<file path="src/hw/rre_defines.svh">
`ifndef RRE_DEFINES_SVH
`define RRE_DEFINES_SVH

//--------------------------------------------------------------
// widths
//--------------------------------------------------------------
`define RRE_DATA_W 8
`define RRE_FADDR_W 7
`define RRE_PC_W 15

//--------------------------------------------------------------
// fields and reset values
//--------------------------------------------------------------
`define RRE_INT_EN_BIT 7
`define RRE_MSB_BIT 7
`define RRE_DEST_W 1'b0
`define RRE_DEST_F 1'b1
`define RRE_RST_BYTE 8'h00
`define RRE_RST_PC 15'h0000
`define RRE_RST_FADDR 7'h00
`define RRE_RST_BIT 1'b0

`endif

</file>
<file path="src/hw/rre_pkg.sv">
`include "rre_defines.svh"
`default_nettype none

//--------------------------------------------------------------
// shared types
//--------------------------------------------------------------
package rre_pkg;
  typedef logic [`RRE_DATA_W-1:0] rre_byte_t; // data byte
  typedef logic [`RRE_FADDR_W-1:0] rre_faddr_t; // file address
  typedef logic [`RRE_PC_W-1:0] rre_pc_t; // program counter
  // decoded instruction presented to the executor
  typedef enum logic [2:0] {
    idle_op,
    return_from_interrupt_op,
    return_with_literal_op,
    return_from_sub_op,
    rotate_left_carry_op
  } rre_op_e;
  // executor sequencing
  typedef enum logic {
    st_ready,
    st_flush
  } rre_state_e;
endpackage

`default_nettype wire

</file>
<file path="src/hw/rre_rot_if.sv">
`include "rre_defines.svh"
`default_nettype none

//--------------------------------------------------------------
// link between executor and rotate unit
//--------------------------------------------------------------
interface rre_rot_if;
  logic [`RRE_DATA_W-1:0] value_in; // operand byte
  logic carry_in; // old carry
  logic [`RRE_DATA_W-1:0] result; // rotated byte
  logic carry_out; // new carry
  modport unit (input value_in, input carry_in,
                output result, output carry_out);
  modport user (output value_in, output carry_in,
                input result, input carry_out);
endinterface

`default_nettype wire

</file>
<file path="src/hw/rre_exec.sv">
`include "rre_defines.svh"
`default_nettype none

//--------------------------------------------------------------
// return and rotate executor
//--------------------------------------------------------------
module rre_exec (
  input wire logic mclk,
  input wire logic rstn,
  input wire logic op_valid,
  input wire rre_pkg::rre_op_e op_code,
  input wire rre_pkg::rre_byte_t op_literal,
  input wire rre_pkg::rre_faddr_t op_file_addr,
  input wire logic op_dest,
  output logic op_ready,
  output logic stack_pop,
  input wire rre_pkg::rre_pc_t top_of_stack,
  output rre_pkg::rre_faddr_t file_rd_addr,
  input wire rre_pkg::rre_byte_t file_rd_data,
  output var logic file_wr_en,
  output rre_pkg::rre_faddr_t file_wr_addr,
  output rre_pkg::rre_byte_t file_wr_data,
  input wire logic int_enable_clear,
  output rre_pkg::rre_byte_t interrupt_control_reg,
  output rre_pkg::rre_byte_t w_reg,
  output var logic carry,
  output rre_pkg::rre_pc_t pc
);
  import rre_pkg::*;

  //------------------------------------------------------------
  // state
  //------------------------------------------------------------
  rre_state_e state; // sequencing state
  rre_state_e next_state;
  rre_byte_t w; // working register
  rre_byte_t next_w;
  logic carry_q; // carry flag
  logic next_carry;
  logic int_enable; // global interrupt enable
  logic next_int_enable;
  rre_pc_t pc_q; // program counter
  rre_pc_t next_pc;
  logic wr_en; // registered file write
  logic next_wr_en;
  rre_faddr_t wr_addr;
  rre_faddr_t next_wr_addr;
  rre_byte_t wr_data;
  rre_byte_t next_wr_data;

  logic accept; // instruction taken this cycle
  logic is_ret; // one of the return forms
  rre_byte_t rot_result; // rotate unit result
  logic rot_cout; // rotate unit carry

  //------------------------------------------------------------
  // rotate unit
  //------------------------------------------------------------
  rre_rot_if rot ();

  assign rot.value_in = file_rd_data;
  assign rot.carry_in = carry_q;
  assign rot_result = rot.result;
  assign rot_cout = rot.carry_out;

  rre_rotate u_rotate (
    .rot(rot.unit)
  );

  //------------------------------------------------------------
  // handshakes
  //------------------------------------------------------------
  assign op_ready = (state == st_ready);
  assign accept = op_valid && op_ready;
  assign is_ret = (op_code == return_from_interrupt_op) ||
                  (op_code == return_with_literal_op) ||
                  (op_code == return_from_sub_op);
  // pop once, in the first cycle of a return
  assign stack_pop = accept && is_ret;
  assign file_rd_addr = op_file_addr;

  //------------------------------------------------------------
  // next-state logic
  //------------------------------------------------------------
  always_comb begin
    next_state = state;
    next_w = w;
    next_carry = carry_q;
    next_int_enable = int_enable;
    next_pc = pc_q;
    next_wr_en = 1'b0;
    next_wr_addr = wr_addr;
    next_wr_data = wr_data;
    // interrupt entry clears; a set below in the same cycle wins
    if (int_enable_clear) begin
      next_int_enable = 1'b0;
    end
    unique case (state)
      st_ready: begin
        if (accept) begin
          unique case (op_code)
            return_from_interrupt_op: begin
              next_pc = top_of_stack;
              next_int_enable = 1'b1;
              next_state = st_flush;
            end
            return_with_literal_op: begin
              next_w = op_literal;
              next_pc = top_of_stack;
              next_state = st_flush;
            end
            return_from_sub_op: begin
              next_pc = top_of_stack;
              next_state = st_flush;
            end
            rotate_left_carry_op: begin
              next_carry = rot_cout;
              if (op_dest == `RRE_DEST_F) begin
                // write back to the source register
                next_wr_en = 1'b1;
                next_wr_addr = op_file_addr;
                next_wr_data = rot_result;
              end else begin
                // source left alone, result to working register
                next_w = rot_result;
              end
            end
            default: begin
              // idle slot, nothing to do
            end
          endcase
        end
      end
      st_flush: begin
        // second cycle of a return: fetch refill
        next_state = st_ready;
      end
    endcase
  end

  //------------------------------------------------------------
  // registers
  //------------------------------------------------------------
  always_ff @(posedge mclk) begin
    if (!rstn) begin
      state <= st_ready;
      w <= `RRE_RST_BYTE;
      carry_q <= `RRE_RST_BIT;
      int_enable <= `RRE_RST_BIT;
      pc_q <= `RRE_RST_PC;
      wr_en <= `RRE_RST_BIT;
      wr_addr <= `RRE_RST_FADDR;
      wr_data <= `RRE_RST_BYTE;
    end else begin
      state <= next_state;
      w <= next_w;
      carry_q <= next_carry;
      int_enable <= next_int_enable;
      pc_q <= next_pc;
      wr_en <= next_wr_en;
      wr_addr <= next_wr_addr;
      wr_data <= next_wr_data;
    end
  end

  //------------------------------------------------------------
  // outputs
  //------------------------------------------------------------
  assign w_reg = w;
  assign carry = carry_q;
  assign pc = pc_q;
  assign file_wr_en = wr_en;
  assign file_wr_addr = wr_addr;
  assign file_wr_data = wr_data;
  // only the enable bit lives here; other bits read zero
  always_comb begin
    interrupt_control_reg = `RRE_RST_BYTE;
    interrupt_control_reg[`RRE_INT_EN_BIT] = int_enable;
  end

  //------------------------------------------------------------
  // checks
  //------------------------------------------------------------
  a_ret_pc_load: assert property (
    @(posedge mclk) disable iff (!rstn)
    accept && is_ret |=> pc == $past(top_of_stack))
    else $error("return did not load pc from stack");

  a_ret_two_cycle: assert property (
    @(posedge mclk) disable iff (!rstn)
    accept && is_ret |=> !op_ready ##1 op_ready)
    else $error("return did not take two cycles");

  a_rti_enable_set: assert property (
    @(posedge mclk) disable iff (!rstn)
    accept && op_code == return_from_interrupt_op |=>
      interrupt_control_reg[`RRE_INT_EN_BIT] && carry == $past(carry))
    else $error("interrupt return left enable clear or moved carry");

  a_lit_ret_w_load: assert property (
    @(posedge mclk) disable iff (!rstn)
    accept && op_code == return_with_literal_op |=>
      w_reg == $past(op_literal) && carry == $past(carry))
    else $error("literal return did not load working register");

  a_ret_flags_keep: assert property (
    @(posedge mclk) disable iff (!rstn)
    accept && op_code == return_from_sub_op |=>
      carry == $past(carry) && w_reg == $past(w_reg) && !file_wr_en)
    else $error("subroutine return changed state it must keep");

  a_rot_carry_out: assert property (
    @(posedge mclk) disable iff (!rstn)
    accept && op_code == rotate_left_carry_op |=>
      carry == $past(rot_cout) && op_ready)
    else $error("rotate carry wrong or took more than one cycle");

  a_rot_to_w: assert property (
    @(posedge mclk) disable iff (!rstn)
    accept && op_code == rotate_left_carry_op && op_dest == `RRE_DEST_W
    |=> w_reg == $past(rot_result) && !file_wr_en)
    else $error("rotate to working register misrouted");

  a_rot_to_file: assert property (
    @(posedge mclk) disable iff (!rstn)
    accept && op_code == rotate_left_carry_op && op_dest == `RRE_DEST_F
    |=> file_wr_en && file_wr_addr == $past(op_file_addr) &&
        file_wr_data == $past(rot_result) && w_reg == $past(w_reg))
    else $error("rotate write back misrouted");

  a_rot_no_pop: assert property (
    @(posedge mclk) disable iff (!rstn)
    accept && op_code == rotate_left_carry_op |->
      !stack_pop ##1 pc == $past(pc))
    else $error("rotate touched stack or pc");
endmodule

`default_nettype wire

</file>
<file path="src/hw/rre_rotate.sv">
`include "rre_defines.svh"
`default_nettype none

//--------------------------------------------------------------
// rotate left through carry, pure combinational
//--------------------------------------------------------------
module rre_rotate (
  rre_rot_if.unit rot
);
  // old carry enters bit 0, old msb leaves as carry
  assign rot.result = {rot.value_in[`RRE_DATA_W-2:0], rot.carry_in};
  assign rot.carry_out = rot.value_in[`RRE_MSB_BIT];
endmodule

`default_nettype wire

</file>
<file path="config.mk">
export PLATFORM = sky130hd
export DESIGN_NAME = rre_exec
export DESIGN_NICKNAME = d
export VERILOG_FILES = /design/src/hw/rre_pkg.sv /design/src/hw/rre_rot_if.sv /design/src/hw/rre_exec.sv /design/src/hw/rre_rotate.sv
export VERILOG_INCLUDE_DIRS = /design/src /design/src/hw
export SDC_FILE = /design/constraint.sdc
export NUM_CORES = 1
export LEC_CHECK = 0
export BUFFER_PORTS_ARGS = -buffer_cell sky130_fd_sc_hd__buf_2
export CAP_MARGIN = 20
export CORE_MARGIN = 1
export CORE_UTILIZATION = 30
export CTS_BUF_LIST = sky130_fd_sc_hd__clkbuf_4 sky130_fd_sc_hd__clkbuf_8 sky130_fd_sc_hd__clkbuf_16
export DETAILED_ROUTE_END_ITERATION = 8
export HOLD_SLACK_MARGIN = 0.1
export PLACE_DENSITY = 0.56
export SLEW_MARGIN = 20
export SYNTH_ARGS = -nofsm -noshare
export SYNTH_HDL_FRONTEND = slang
export SYNTH_SLANG_ARGS = --single-unit
</file>
<file path="constraint.sdc">
create_clock -name mclk -period 4 [get_ports mclk]
set_input_delay 0.8 -clock mclk [delete_from_list [all_inputs] [get_ports mclk]]
set_output_delay 0.8 -clock mclk [all_outputs]
set_load 0.005 [all_outputs]
</file>
==> summary.md <==
## Status
- **result of the run** finished, final reports clean

## Final layout
- **number of cells in the finished layout apart from fillers** 345
- **fraction of layout instances using a drive strength above 1** 41.0%
- **Largest register FFs** 15
- **Layout area overhead** 31.7%
- **Inserted Diodes** 0
- **number of nets in the finished design** 318
- **number of inserted filler cells in the final layout** 575
- **cell area after layout** 0.00237 mm2

## Power
- **maximum VDD drop** 0.000195 V
- **Leakage Power** 1.07 nW
- **Cell Pwr Density** 393 mW/mm2

## Drt
- **Detailed Routing Iterations Pass 1** 3
- **post-DR vias/cell** 4.18
- **# DRC** 0
- **number of DRC markers after the initial detailed-route iteration** 33
- **wire length after detailed routing** 4080 um
- **via count of the routed design** 1443
- **ANT nets after route** 0
- **wire per inst** 11.8 um

## Floorplan
- **number of core rows** 27
- **Die W** 79.5 um
- **Core Area** 0.00564 mm2
- **full die area** 0.00632 mm2
- **initial cell density of the core** 31.9%
- **floorplan die height** 79.5 um
- **IO Count** 103

## CTS
- **clock latency at the later pin of the worst-skew pair** 0.30 ns
- **number of gates resized after cts** 0
- **number of H-tree levels** 2
- **total clock sinks** 42
- **clock-pin slew reported for the worst setup and hold paths after clock tree synthesis** 0.08 ns
- **clock tree from TritonCTS** yes
- **CTS root buf** clkbuf_8
- **number of buffers inserted by hold repair at cts** 0
- **largest buffer count on any clock path** 2
- **number of buffers added by the clock tree synthesis step** 5
- **postcts setup bufs** 0

## Place
- **I/O Buffers** 95
- **Placed Cells incl. Taps** 337
- **standard cell area after detailed placement** 0.00224 mm2
- **final estimated routing congestion in global placement** 0.702
- **total half-perimeter wirelength after legalization and detailed placement** 2860 um

## Global routing
- **total routing resource utilization after global routing** 13.3%
- **total grt overflow** 0
- **initial antenna violation count** 0
- **maximum number of pins on one net before global-route repair** 43
- **global-route wire length before repair** 6330 um
- **via count of the first global-routing pass** 1283

## STA
- **worst hold slack** 0.459 ns
- **setup repair after global routing missed its margin** no
- **final setup violation count** 0
- **Relative slew margins** 54.7%
- **Worst Skew** 0.00997 ns
- **slew of the pin with the lowest slew margin** 0.677 ns
- **final sum of negative setup slack** 0 ns
- **shortest clock period the worst path allows after layout** 2.40 ns
- **share of the clock period used by the worst path after layout** 60.1%
- **Final Hold Viols** 0
- **Max Transition Viols Final** 0
- **f_max** 416 MHz

## Job
- **number of violations of the max-capacitance limit** 0

## Setup path
- **data arrival time at the worst-slack endpoint** 1.60 ns
- **Max FO, Critical Path** 17
- **delay of the slowest critical-path stage** 0.30 ns
- **worst endpoint required time** 3.20 ns
- **CP delay by family, top** buffers and inverters
- **critical path launch point type** input port
- **Setup Crit Path Kind** input port to output port
- **cell occurring most often along the worst timing path** buf_2
- **cells along the critical path** buf_2, nor2_1, nor3_2, buf_4, buf_2
- **Buf/Inv on CP** 3
- **endpoint type of the worst setup path** output port
- **cell with the biggest individual delay on the critical path** buf_4

## Yosys
- **Yosys top cell by area** dfxtp_1
- **Seq/Total Area, Yosys** 46.7%
- **synth warn** 0
- **top cell type's share of synthesized area** 46.7%
- **flip-flop and latch count after synthesis** 42
- **distinct cell type count of the synthesized netlist** 27
- **number of standard cells after synthesis** 188
- **top area cells in the synthesized netlist** dfxtp_1 (47%), mux2i_1 (13%), nand2_1 (6.7%)
- **mean area per synthesized cell** 9.58 um2
- **combined area of all synthesized cells** 0.00180 mm2

## Hold path
- **class of the tightest hold or removal check** register to register

## metal layers
| layer | global-route usage (%) | share of wire, % |
|---|---|---|
| met1 | 16.9 | 47 |
| met2 | 20.9 | 45 |
| met3 | 3.77 | 6.5 |
| met4 | 5.45 | 1.6 |
| met5 | 0 | 0 |
## logic make-up after synthesis
kind of cell,share of synthesized area (%)
buffers and inverters,9.86
flip-flops,46.7
other,0.208
AO/OA/AOI/OAI,13.5
AND/OR/NAND/NOR,17.0
multiplexers,12.8
## path summary, 6_finish.rpt
path,slack [ns],from,end,cells past startpoint
worst max-delay path,1.60,op_code[0],stack_pop,5
worst min register to register,0.46,file_wr_data[3],file_wr_data[3],2
worst min-delay path,0.46,file_wr_data[3],file_wr_data[3],2
worst max register to register,2.42,state,file_wr_data[6],4
## power by group
part	total (mW)	switching (mW)	internal (mW)
clock	0.402	0.152	0.250
combinational	0.0945	0.0451	0.0494
sequential	0.437	0.00608	0.431
total	0.934	0.203	0.730
## layout make-up
class / instances / area [um2] / area share [%]
Sequential cell: 42 / 841 / 35.4
Timing Repair Buffer: 97 / 490 / 20.7
Tap cell: 72 / 90.1 / 3.80
Multi-Input combinational cell: 125 / 811 / 34.2
Clock buffer: 5 / 68.8 / 2.90
Clock inverter: 3 / 68.8 / 2.90
Inverter: 1 / 3.75 / 0.158
## placed cells by master (no fill, tap or decap)
master and instances:
a211oi_4 1, a21boi_0 14, a21boi_1 2, a21oi_1 6, a21oi_2 2, and2_1 2, and3_1 1, buf_2 95
buf_4 2, bufinv_16 2, clkbuf_8 5, clkinv_4 1, conb_1 7, dfxtp_1 42, inv_1 1, mux2i_1 23
nand2_1 32, nand2b_1 2, nand3_1 2, nor2_1 1, nor2b_1 17, nor3_2 1, nor3b_2 1, nor4b_1 1
o21a_1 1, o21ai_0 6, o21ai_2 2, or3b_1 1
## metrics by stage
| stage | worst slack (ns) | utilization [%] | total power [mW] |
|---|---|---|---|
| after floorplan | 1.76 | - | 0.505 |
| after global routing | 1.47 | 42.1 | 0.984 |
| after detailed placement | 1.58 | 39.6 | 0.543 |
| after global placement | 1.57 | 39.6 | 0.542 |
| final | 1.60 | 42.1 | 0.934 |
| after CTS | 1.58 | 42.1 | 0.953 |
## cells in the mapped netlist
| cell type | count |
|---|---|
| a211oi_4 | 1 |
| a21boi_0 | 14 |
| a21boi_1 | 2 |
| a21oi_1 | 6 |
| a21oi_2 | 2 |
| and2_1 | 2 |
| and3_1 | 1 |
| buf_2 | 4 |
| buf_4 | 15 |
| buf_6 | 2 |
| clkbuf_1 | 5 |
| conb_1 | 1 |
| dfxtp_1 | 42 |
| inv_1 | 1 |
| mux2i_1 | 23 |
| nand2_1 | 32 |
| nand2b_1 | 2 |
| nand3_1 | 2 |
| nor2_1 | 1 |
| nor2b_1 | 17 |
| nor3_1 | 1 |
| nor3b_2 | 1 |
| nor4b_1 | 1 |
| o21a_1 | 1 |
| o21ai_0 | 6 |
| o21ai_2 | 2 |
| or3b_1 | 1 |
## worst min-delay path: cells and delay by family, from the launching register on
kind	cells	cell delay [ns]
compound gates	1	0.05
flops	1	0.32
simple gates	1	0.05
No activity file was read; power rests on OpenSTA's default activity.
